`src/tptc_cfg.svh`:
```
`ifndef TPTC_CFG_SVH
`define TPTC_CFG_SVH
// register offsets
`define TPTC_OFS_DRV 8'hf0
`define TPTC_OFS_CSR 8'hf1
`define TPTC_OFS_WADR 8'hf2
`define TPTC_OFS_WDAT 8'hf3
`define TPTC_OFS_NTRIM 8'hf4
`define TPTC_OFS_PTRIM 8'hf5
`define TPTC_OFS_FSEL 8'hf6
`define TPTC_OFS_ISTAT 8'hf7
`define TPTC_OFS_IMASK 8'hff
// reset values
`define TPTC_RST_DRV 8'h80
`define TPTC_RST_CSR 2'h1
`define TPTC_RST_WADR 8'h00
`define TPTC_RST_TRIM 7'h00
// field positions and codes
`define TPTC_BIT_FLOAT 7
`define TPTC_BIT_OVF 2
`define TPTC_SCALE_FULL 5'h15
`define TPTC_SCALE_MAXSTEP 5'h14
// template geometry
`define TPTC_UI_COUNT 5
`define TPTC_TAP_COUNT 24
`define TPTC_ENTRIES 120
// interrupt status bits
`define TPTC_INT_OVF 0
`define TPTC_INT_COPY 1
`endif

```
`src/tptc_ctrl_note_end.sv`:
```
`timescale 1ns/1ps

```
`src/tptc_pkg.sv`:
```
package tptc_pkg;
   // amplitude decode result, gray ordered
   typedef enum logic [1:0] {
      TPTC_AMP_FLOAT = 2'h0,
      TPTC_AMP_STEP = 2'h1,
      TPTC_AMP_FULL = 2'h3,
      TPTC_AMP_RSVD = 2'h2
   } tptc_amp_t;
   typedef logic [6:0] tptc_trim_t;
   typedef logic signed [6:0] tptc_tmpl_t;
endpackage : tptc_pkg

```
`src/tptc_ctrl.sv`:
```
// Implementation choice: strobed register access.
`timescale 1ns/1ps
`include "tptc_cfg.svh"
module tptc_ctrl #(
   parameter int DAC_MAX = 127
) (
   // clock and reset
   input wire logic clk_sys,
   input wire logic rstn,
   // register port
   input wire logic [7:0] reg_addr,
   input wire logic [7:0] reg_wdata,
   input wire logic reg_wr,
   input wire logic reg_rd,
   output logic [7:0] reg_rdata,
   // transmit line control
   input wire logic tx_line_unit_hold,
   input wire logic fuse_program_pin,
   input wire logic analog_test_pin,
   input wire logic [1:0][5:0] fuse_burned,
   // waveform sample request
   input wire logic sample_valid,
   input wire logic [4:0] sample_tap,
   input wire logic [4:0] sample_ui_mark,
   // line driver
   output logic line_float,
   output tptc_pkg::tptc_amp_t amp_mode,
   output logic [4:0] amp_steps,
   output logic signed [7:0] dac_code,
   // trim, index 0 sink converter, 1 source converter
   output logic [1:0][4:0] trim_mag,
   output logic [1:0] trim_neg,
   output logic [1:0] trim_override,
   output logic [1:0][5:0] fuse_blow,
   output logic [1:0] fuse_sense_en,
   // interrupt
   output logic irq
);
   import tptc_pkg::*;

   localparam logic signed [9:0] SUM_MAX = 10'(DAC_MAX);
   localparam logic signed [9:0] SUM_MIN = -SUM_MAX;

   // sign-magnitude to two's complement
   function automatic tptc_tmpl_t sm_to_tc(input logic [6:0] v);
      logic signed [6:0] mag;
      mag = {1'b0, v[5:0]};
      return v[6] ? -mag : mag;
   endfunction : sm_to_tc

   logic [7:0] drv_reg;
   logic [1:0] csr_rsv_reg;
   logic ovf_reg;
   logic [7:0] wadr_reg;
   logic fsel_reg;
   tptc_trim_t trim_reg [2];
   logic armed_reg [2];
   logic [1:0] istat_reg;
   logic [1:0] imask_reg;
   tptc_tmpl_t tmpl_mem [`TPTC_ENTRIES];
   logic [1:0] fpin_sync_reg;
   logic [1:0] atm_sync_reg;
   logic [7:0] rdata_reg;
   logic float_reg;
   tptc_amp_t amp_mode_reg;
   logic [4:0] amp_steps_reg;
   logic signed [7:0] dac_code_reg;
   logic [1:0][4:0] trim_mag_reg;
   logic [1:0] trim_neg_reg;
   logic [1:0] trim_ovr_reg;
   logic [1:0][5:0] fuse_blow_reg;
   logic irq_reg;

   wire hold = tx_line_unit_hold;

   // pin synchronisers
   always_ff @(posedge clk_sys or negedge rstn) begin
      if (!rstn) begin
         fpin_sync_reg <= 2'h0;
         atm_sync_reg <= 2'h0;
      end else begin
         fpin_sync_reg <= {fpin_sync_reg[0], fuse_program_pin};
         atm_sync_reg <= {atm_sync_reg[0], analog_test_pin};
      end
   end
   wire fpin_s = fpin_sync_reg[1];
   wire atm_s = atm_sync_reg[1];

   // address decode
   wire wr_drv = reg_wr && (reg_addr == `TPTC_OFS_DRV);
   wire wr_csr = reg_wr && (reg_addr == `TPTC_OFS_CSR);
   wire rd_csr = reg_rd && (reg_addr == `TPTC_OFS_CSR);
   wire wr_wadr = reg_wr && (reg_addr == `TPTC_OFS_WADR);
   wire wr_wdat = reg_wr && (reg_addr == `TPTC_OFS_WDAT);
   wire wr_fsel = reg_wr && (reg_addr == `TPTC_OFS_FSEL);
   wire wr_istat = reg_wr && (reg_addr == `TPTC_OFS_ISTAT);
   wire wr_imask = reg_wr && (reg_addr == `TPTC_OFS_IMASK);

   // template write address check
   wire [2:0] wa_ui = wadr_reg[2:0];
   wire [4:0] wa_tap = wadr_reg[7:3];
   wire wa_ok = (wa_ui < 3'(`TPTC_UI_COUNT)) && (wa_tap < 5'(`TPTC_TAP_COUNT));
   wire [6:0] wa_idx = 7'(wa_ui) * 7'(`TPTC_TAP_COUNT) + 7'(wa_tap);
   wire tmpl_we = wr_wdat && wa_ok;
   wire tptc_tmpl_t wr_val = sm_to_tc(reg_wdata[6:0]);

   // configuration registers
   always_ff @(posedge clk_sys or negedge rstn) begin
      if (!rstn) begin
         drv_reg <= `TPTC_RST_DRV;
         csr_rsv_reg <= `TPTC_RST_CSR;
         wadr_reg <= `TPTC_RST_WADR;
         fsel_reg <= 1'b0;
         imask_reg <= 2'h0;
      end else if (hold) begin
         drv_reg <= `TPTC_RST_DRV;
         csr_rsv_reg <= `TPTC_RST_CSR;
         wadr_reg <= `TPTC_RST_WADR;
         fsel_reg <= 1'b0;
         imask_reg <= 2'h0;
      end else begin
         if (wr_drv) drv_reg <= {reg_wdata[7], 2'h0, reg_wdata[4:0]};
         if (wr_csr) csr_rsv_reg <= reg_wdata[1:0];
         if (wr_wadr) wadr_reg <= reg_wdata;
         if (wr_fsel) fsel_reg <= reg_wdata[0];
         if (wr_imask) imask_reg <= reg_wdata[1:0];
      end
   end

   // template storage
   always_ff @(posedge clk_sys or negedge rstn) begin
      if (!rstn) begin
         for (int i = 0; i < `TPTC_ENTRIES; i++) tmpl_mem[i] <= 7'sh0;
      end else if (hold) begin
         for (int i = 0; i < `TPTC_ENTRIES; i++) tmpl_mem[i] <= 7'sh0;
      end else if (tmpl_we) begin
         tmpl_mem[wa_idx] <= wr_val;
      end
   end

   // five interval summation
   logic signed [9:0] term [`TPTC_UI_COUNT];
   wire tap_ok = sample_tap < 5'(`TPTC_TAP_COUNT);
   for (genvar g = 0; g < `TPTC_UI_COUNT; g++) begin : g_term
      wire [6:0] ridx = 7'(g * `TPTC_TAP_COUNT) + 7'(sample_tap);
      assign term[g] = (sample_ui_mark[g] && tap_ok) ? 10'(tmpl_mem[ridx]) : 10'sh0;
   end
   wire signed [9:0] sum = term[0] + term[1] + term[2] + term[3] + term[4];
   wire ovf_hi = sum > SUM_MAX;
   wire ovf_lo = sum < SUM_MIN;
   wire ovf_hit = sample_valid && (ovf_hi || ovf_lo);
   wire signed [9:0] sat = ovf_hi ? SUM_MAX : (ovf_lo ? SUM_MIN : sum);

   // overflow flag, set beats read clear
   always_ff @(posedge clk_sys or negedge rstn) begin
      if (!rstn) begin
         ovf_reg <= 1'b0;
      end else if (hold) begin
         ovf_reg <= 1'b0;
      end else if (ovf_hit) begin
         ovf_reg <= 1'b1;
      end else if (rd_csr) begin
         ovf_reg <= 1'b0;
      end
   end

   // trim registers and fuse copy sequence
   logic [1:0] copy_ev;
   tptc_trim_t trim_next [2];
   logic armed_next [2];
   for (genvar g = 0; g < 2; g++) begin : g_trim
      localparam logic [7:0] OFS = (g == 0) ? `TPTC_OFS_NTRIM : `TPTC_OFS_PTRIM;
      wire wr_g = reg_wr && (reg_addr == OFS);
      wire bus_other = (reg_wr || reg_rd) && !wr_g;
      wire fuse_wr = wr_g && !fsel_reg && reg_wdata[0];
      wire first = fuse_wr && !armed_reg[g];
      wire second = fuse_wr && armed_reg[g];
      assign copy_ev[g] = second;
      assign trim_next[g] = second ? {fuse_burned[g], 1'b1} :
                            first ? {trim_reg[g][6:1], 1'b1} :
                            wr_g ? reg_wdata[6:0] : trim_reg[g];
      assign armed_next[g] = first ? 1'b1 : ((wr_g || bus_other) ? 1'b0 : armed_reg[g]);
      always_ff @(posedge clk_sys or negedge rstn) begin
         if (!rstn) begin
            trim_reg[g] <= `TPTC_RST_TRIM;
            armed_reg[g] <= 1'b0;
         end else if (hold) begin
            trim_reg[g] <= `TPTC_RST_TRIM;
            armed_reg[g] <= 1'b0;
         end else begin
            trim_reg[g] <= trim_next[g];
            armed_reg[g] <= armed_next[g];
         end
      end
   end

   // interrupt status, set beats write-one clear
   wire [1:0] int_ev = {|copy_ev, ovf_hit};
   wire [1:0] istat_next = (istat_reg & ~(wr_istat ? reg_wdata[1:0] : 2'h0)) | int_ev;
   always_ff @(posedge clk_sys or negedge rstn) begin
      if (!rstn) begin
         istat_reg <= 2'h0;
         irq_reg <= 1'b0;
      end else if (hold) begin
         istat_reg <= 2'h0;
         irq_reg <= 1'b0;
      end else begin
         istat_reg <= istat_next;
         irq_reg <= |(istat_reg & imask_reg);
      end
   end

   // amplitude decode
   wire [4:0] eff_scale = drv_reg[`TPTC_BIT_FLOAT] ? 5'h00 : drv_reg[4:0];
   wire is_step = (eff_scale != 5'h00) && (eff_scale <= `TPTC_SCALE_MAXSTEP);
   wire is_full = eff_scale == `TPTC_SCALE_FULL;
   wire tptc_amp_t amp_next = (eff_scale == 5'h00) ? TPTC_AMP_FLOAT :
                              is_step ? TPTC_AMP_STEP :
                              is_full ? TPTC_AMP_FULL : TPTC_AMP_RSVD;
   wire [4:0] steps_next = (is_step || is_full) ? eff_scale : 5'h00;
   wire float_next = !(is_step || is_full);

   // line driver and sample outputs
   always_ff @(posedge clk_sys or negedge rstn) begin
      if (!rstn) begin
         float_reg <= 1'b1;
         amp_mode_reg <= TPTC_AMP_FLOAT;
         amp_steps_reg <= 5'h00;
         dac_code_reg <= 8'sh00;
      end else if (hold) begin
         float_reg <= 1'b1;
         amp_mode_reg <= TPTC_AMP_FLOAT;
         amp_steps_reg <= 5'h00;
         dac_code_reg <= 8'sh00;
      end else begin
         float_reg <= float_next;
         amp_mode_reg <= amp_next;
         amp_steps_reg <= steps_next;
         if (sample_valid) dac_code_reg <= sat[7:0];
      end
   end

   // trim outputs
   always_ff @(posedge clk_sys or negedge rstn) begin
      if (!rstn) begin
         trim_mag_reg <= '0;
         trim_neg_reg <= 2'h0;
         trim_ovr_reg <= 2'h0;
         fuse_blow_reg <= '0;
      end else begin
         for (int i = 0; i < 2; i++) begin
            trim_mag_reg[i] <= trim_reg[i][5:1];
            trim_neg_reg[i] <= trim_reg[i][6];
            trim_ovr_reg[i] <= !trim_reg[i][0] && !fpin_s;
            fuse_blow_reg[i] <= (!trim_reg[i][0] && fpin_s && atm_s) ?
                                trim_reg[i][6:1] : 6'h00;
         end
      end
   end

   // read data mux
   wire [7:0] rd_val =
      (reg_addr == `TPTC_OFS_DRV) ? drv_reg :
      (reg_addr == `TPTC_OFS_CSR) ? {5'h00, ovf_reg, csr_rsv_reg} :
      (reg_addr == `TPTC_OFS_WADR) ? wadr_reg :
      (reg_addr == `TPTC_OFS_NTRIM) ? {1'b0, trim_reg[0]} :
      (reg_addr == `TPTC_OFS_PTRIM) ? {1'b0, trim_reg[1]} :
      (reg_addr == `TPTC_OFS_FSEL) ? {7'h00, fsel_reg} :
      (reg_addr == `TPTC_OFS_ISTAT) ? {6'h00, istat_reg} :
      (reg_addr == `TPTC_OFS_IMASK) ? {6'h00, imask_reg} : 8'h00;

   // read data, valid only the cycle after the strobe
   always_ff @(posedge clk_sys or negedge rstn) begin
      if (!rstn) begin
         rdata_reg <= 8'h00;
      end else begin
         rdata_reg <= reg_rd ? rd_val : 8'h00;
      end
   end

   assign reg_rdata = rdata_reg;
   assign line_float = float_reg;
   assign amp_mode = amp_mode_reg;
   assign amp_steps = amp_steps_reg;
   assign dac_code = dac_code_reg;
   assign trim_mag = trim_mag_reg;
   assign trim_neg = trim_neg_reg;
   assign trim_override = trim_ovr_reg;
   assign fuse_blow = fuse_blow_reg;
   assign fuse_sense_en = {armed_reg[1], armed_reg[0]};
   assign irq = irq_reg;
endmodule : tptc_ctrl

```
`config.mk`:
```
export PLATFORM = sky130hd
export DESIGN_NAME = tptc_ctrl
export DESIGN_NICKNAME = d
export VERILOG_FILES = /design/src/tptc_ctrl_note_end.sv /design/src/tptc_pkg.sv /design/src/tptc_ctrl.sv
export VERILOG_INCLUDE_DIRS = /design/src
export SDC_FILE = /design/constraint.sdc
export NUM_CORES = 2
export LEC_CHECK = 0
export BUFFER_PORTS_ARGS = -buffer_cell sky130_fd_sc_hd__buf_2
export CORE_MARGIN = 2
export CORE_UTILIZATION = 45
export DETAILED_ROUTE_END_ITERATION = 8
export HOLD_SLACK_MARGIN = 0.12
export PLACE_DENSITY = 0.62
export SYNTH_ARGS = -nofsm -noshare
export SYNTH_HDL_FRONTEND = slang
export SYNTH_SLANG_ARGS = --single-unit
```
`constraint.sdc`:
```
create_clock -name clk_sys -period 5.9 [get_ports clk_sys]
set_input_delay 0.295 -clock clk_sys [delete_from_list [all_inputs] [get_ports clk_sys]]
set_output_delay 0.295 -clock clk_sys [all_outputs]
set_load 0.02 [all_outputs]
```
**Word level (Yosys, flattened, before mapping)**

Index checks and enable logic that the tools add are counted.

- $mul: 1
- Bitwise operators: 10
- Equal/unequal tests: 12
- Order comparisons: 13
- Reductions and logical operators: 70
- $add $sub $neg: 10
- Mux-type cells: 79

Operators by type and width:

| cell | number |
|---|---|
| $mux W840 | 2 |
| $bwmux W840 | 1 |
| $bmux W7 S7 | 5 |
| $mux W7 | 22 |
| $mux W8 | 12 |
| $eq A8 B8 Y1 const B | 9 |
| $mux W10 | 5 |
| $demux W7 S7 | 1 |
| $ge A8 B8 Y1 const B | 6 |
| $add A10 B10 Y10 | 4 |
| $logic_and A1 B1 Y1 | 36 |
| $not A7 Y8 | 4 |
| $mux W2 | 12 |
| $mux W5 | 3 |
| $reduce_bool A3 Y1 | 5 |
| $mux W1 | 14 |
| $reduce_bool A2 Y1 | 7 |
| $mux W6 | 2 |
| $gt A10 B8 Y1 const B | 1 |
| $lt A10 B8 Y1 const B | 1 |
| $lt A5 B5 Y1 const B | 2 |
| $logic_not A1 Y1 | 9 |
| $lt A8 B1 Y1 const B | 1 |
| $not A5 Y8 | 1 |
| 21 further kinds | 30 |

- Input bits: 46
- Output and inout port bits: 53
- Flip-flop bits (word level): 935
- Word-level logic and storage cells: 342

**Longest topological paths before layout**

- Depth after elaboration: 15
- Gate-level depth with buffers: 25
- Depth with buffers taken out: 19

**Least setup slack after synthesis**

OpenSTA, ideal clock, no wires.

- Kind: in2reg
- Start: input sample_tap[3]
- End: register dac_code_reg[1], in the netlist dac_code[1]
- Setup slack: -0.410 ns
- Stages on the path: 23
- Setup time: 0.122 ns
- Arrival time: 6.188 ns
- Buffers on the path: 7
- Data required time: 5.778 ns
- Path through: buf_2 inv_1 buf_2 buf_2 buf_2 buf_2 ha_1 clkbuf_1 buf_1 a21oi_1 or2_2 fa_1 fa_1 inv_1 fa_1 ha_1 fa_1 a21o_1 a221oi_1 xor2_1 a311oi_1 nor3_1 a2111oi_1

- Cells in the longest elaborated chain, start to end: 15
- Elaborated cells between the ends (all ways): 45
- Classes of those cells: add/sub: 8; order compare: 3; mux: 24; bitwise: 5; reduce/logical: 5

RTL lines:

| what | RTL line | RTL |
|---|---|---|
| start, declared | tptc_ctrl.sv:23 | `input wire logic [4:0] sample_tap,` |
| $add A5 B5 Y6 | tptc_ctrl.sv:145 | `` wire [6:0] ridx = 7'(g * `TPTC_TAP_COUNT) + 7'(sample_tap); `` |
| $not A6 Y8 (not written as such) | tptc_ctrl.sv:146 | `assign term[g] = (sample_ui_mark[g] && tap_ok) ? 10'(tmpl_mem[ridx]) : 10'sh0;` |
| $bmux W7 S7 | tptc_ctrl.sv:146 |  |
| $mux W7 (not written as such) (2 in a row) | tptc_ctrl.sv:146 |  |
| $mux W10 | tptc_ctrl.sv:146 |  |
| $add A10 B10 Y10 (3 in a row) | tptc_ctrl.sv:148 | `wire signed [9:0] sum = term[0] + term[1] + term[2] + term[3] + term[4];` |
| $add A10 B10 Y10 * | tptc_ctrl.sv:148 |  |
| $lt A10 B8 Y1 | tptc_ctrl.sv:150 | `wire ovf_lo = sum < SUM_MIN;` |
| $mux W8 | tptc_ctrl.sv:152 | `wire signed [9:0] sat = ovf_hi ? SUM_MAX : (ovf_lo ? SUM_MIN : sum);` |
| $mux W8 * | tptc_ctrl.sv:152 |  |
| $mux W8 * | tptc_ctrl.sv:239 | `if (sample_valid) dac_code_reg <= sat[7:0];` |
| $mux W8 * | tptc_ctrl.sv:230 | `end else if (hold) begin` |
| end signal, assigned | tptc_ctrl.sv:239 |  |
| end, declared | tptc_ctrl.sv:67 | `logic signed [7:0] dac_code_reg;` |

Mark *: on every way between the ends. The rest lies on a longest branch, timed or not. The select of a mux whose other input is x is not followed.
A chain may end at the register's enable or synchronous reset.

**Final worst setup path**

- Start: register tmpl_mem[176] (netlist bit)
- End: register dac_code_reg[5], in the netlist dac_code[5]

- Cells in the longest elaborated chain, start to end: 13
- Elaborated cells between the ends (all ways): 30
- Classes of those cells: add/sub: 4; order compare: 2; mux: 24

RTL lines:

| what | RTL line | RTL |
|---|---|---|
| start, declared | tptc_ctrl.sv:60 | `` tptc_tmpl_t tmpl_mem [`TPTC_ENTRIES]; `` |
| start signal, assigned by index | tptc_ctrl.sv:137 | `tmpl_mem[wa_idx] <= wr_val;` |
| $bmux W7 S7 | tptc_ctrl.sv:146 |  |
| $mux W7 (not written as such) (2 in a row) | tptc_ctrl.sv:146 |  |
| $mux W10 | tptc_ctrl.sv:146 |  |
| $add A10 B10 Y10 (3 in a row) | tptc_ctrl.sv:148 |  |
| $add A10 B10 Y10 * | tptc_ctrl.sv:148 |  |
| $lt A10 B8 Y1 | tptc_ctrl.sv:150 |  |
| $mux W8 | tptc_ctrl.sv:152 |  |
| $mux W8 * | tptc_ctrl.sv:152 |  |
| $mux W8 * | tptc_ctrl.sv:239 |  |
| $mux W8 * | tptc_ctrl.sv:230 |  |

Marked as above.

==> results.cfg <==
[min_path]
worstHoldPathType = in2reg

[floorplanning]
initial_core_util = 0.453
core_mm2 = 0.103
die_w_um = 327
die-area_mm2 = 0.107
io_pins = 99
die_y_um = 327
rows = 118

[clock_tree]
clock-root-buffer = clkbuf_16
clkTransAtPathRegs_ns = 0.07
cts_buffer_depth = 3
cts_tree = done
htreeDepth = 3
clkSinkCount = 933
postCtsSetupBuffers = 0
clock_latency_ns = 0.71
cts_inserted_buffers = 99

[pwr]
ir_drop_v = 0.000242
power_leakage_nw = 22.8
powerDensity_mw_per_mm2 = 266

[critical_path]
crit_top_cell = fa_1
crit_required_ns = 6.42
startpoint_type = flip-flop
crit_path_end_kind = flip-flop
cpMaxStageDelayCell = fa_1
cp_max_fo = 5
crit_buf_inv = 3
cp.arrival_ns = 6.12
critPathKind = reg2reg
cpPeakStageDelay_ns = 0.61
cp_cell_sequence = mux4_2 -> mux4_2 -> nand2_1 -> a21oi_1 -> fa_1 -> inv_1 -> fa_1 -> inv_1 -> fa_1 -> ha_1 -> fa_1 -> a21o_1 -> buf_4 -> a311oi_1 -> or3_1 -> nand3_1 -> o21ai_0 -> o22ai_1
path_delay_family = adder cells

[yosys]
ys_top_cells_by_count = nand2_1, dfrtp_1, o21ai_0
yosysSeqAreaShare = 0.498
syn_nets = 4767
synth.avg_cell_area_um2 = 10.0
synth_top_area_frac = 0.497
ys_ff_latch = 933
synth_cells = 4678
synth_most_common_cell = nand2_1
async_flop_share = 1.00
synth.distinct_cells = 70
synth_ff_type = dfrtp_1
syn_area_mm2 = 0.0468
synth_warnings = 0
synth-edff-count = 0
synth.area.top_cells = dfrtp_1, mux4_2, nand2_1
yosys.area.top_type = dfrtp_1

[sta]
fin_worst_skew_ns = 0.0233
period_needed_ns = 5.60
hold_violations = 0
holdWs_ns = 0.193
setup_viol = 0
drv_slew = 0
finalCritPeriodShare = 0.949
worstMarginPinSlew_ns = 1.15
max_freq_mhz = 179
fin_setup_tns_ns = 0
max_slew_margin = 0.231
rsz0062_at_grt = false

[placement]
dp_hpwl_mm = 85.9
dp_cells = 5836
finalWeightedCongestion = 0.915
io_buffers = 98

[job]
maxCapViolations = 0

[drt]
routed_wl_mm = 139
vias = 35800
wl_per_cell_um = 23.0
vias_per_cell = 5.92
ant_nets = 0
drcViolationCount = 0
initialDrtViolationCount = 4162
dr.pass1.iters = 6

[global_routing]
grtUsageTotal = 0.262
antenna_found_initial = 2
gr-total-overflow = 0
grt_pass1_wl_mm = 217
grt_max_degree = 168
grt_pass1_vias = 34800

[layout]
instances_no_fill = 6056
drive_above_1_share = 0.145
nets = 4684
syn_to_final_growth_pct = 11.6
largest_reg_flops = 840
fillers = 9294

[outcome]
status = complete, no violations
## kinds of logic after synthesis
kind of cell               share of synthesized area
AOI/OAI and AO/OA                              0.138
xor gates and xnor gates                     0.00224
adders and majority gates                     0.0155
buffers and inverters                         0.0562
DFF                                            0.498
muxes                                          0.141
and+or+nand+nor                                0.149
## power breakdown
| part | internal, mW | total (mW) | switching, mW |
|---|---|---|---|
| Clock | 3.93 | 6.67 | 2.74 |
| Combinational | 0.210 | 0.820 | 0.609 |
| Sequential | 6.41 | 6.41 | 0.00707 |
| Total | 10.5 | 13.9 | 3.35 |
## metal layers
layer / share of wire / global-route usage / vias to the layer above / routed length [µm]
met5: 0.00019 / 0 / - / 27
met4: 0.029 / 0.0775 / 4 / 4080
met3: 0.077 / 0.0439 / 241 / 10700
met2: 0.46 / 0.401 / 1417 / 63600
met1: 0.44 / 0.385 / 18200 / 60800
li1: - / - / 16000 / -
## cells in the final DEF, fill, tap and decap left out, types with 25 or more instances in the layout
master,netlist,routed
nand3_1,56,56
o21ai_1,33,33
dlygate4sd3_1,0,38
a21o_1,127,127
inv_1,161,160
o32ai_1,116,116
a21oi_1,167,167
o21ai_0,598,598
mux4_2,251,251
buf_2,171,93
fa_1,25,25
buf_4,19,117
nor2_1,186,186
dfrtp_1,930,930
mux2i_1,86,86
clkbuf_16,0,100
nor3b_1,119,119
nand2_1,1136,1135
## per-stage QoR
stage	area, µm²	utilization	worst slack, ns	total power, mW
6_report	52300	0.506	0.299	13.9
5_1_grt	52300	0.506	0.00582	14.3
4_1_cts	52300	0.506	0.371	14.0
3_5_place_dp	48400	0.469	0.0311	7.33
3_3_place_gp	48400	0.469	0.0382	7.33
2_1_floorplan	46900	-	0.0694	6.96
## area by class of cell
type                            count  area (µm²)  area share
Multi-Input combinational cell   3125       20900       0.400
Timing Repair Buffer              273        2200      0.0422
Tap cell                         1380        1730      0.0330
Antenna cell                        1        2.50   0.0000479
Inverter                          163         622      0.0119
Clock inverter                     41         628      0.0120
Clock buffer                      140        2830      0.0542
Sequential cell                   933       23400       0.447
## what timing repair did
action,CTS,global route
hold buffers,38,0
gates resized for setup,0,2
setup endpoints to repair,0,2
endpoints found under the hold margin,164,0
## final timing paths
kind	from	end	slack, ns	depth (start not counted)
max in group asynchronous	rstn	tmpl_mem[810]	4.15	4
min in group asynchronous	rstn	tmpl_mem[229]	0.23	2
min	reg_addr[0]	reg_rdata[7]	0.19	2
min reg2reg	atm_sync_reg[0]	atm_sync_reg[1]	0.35	0
max	tmpl_mem[176]	dac_code[5]	0.30	18
max reg2reg	tmpl_mem[176]	dac_code[5]	0.30	18
Power figures use the tool's default switching activity.
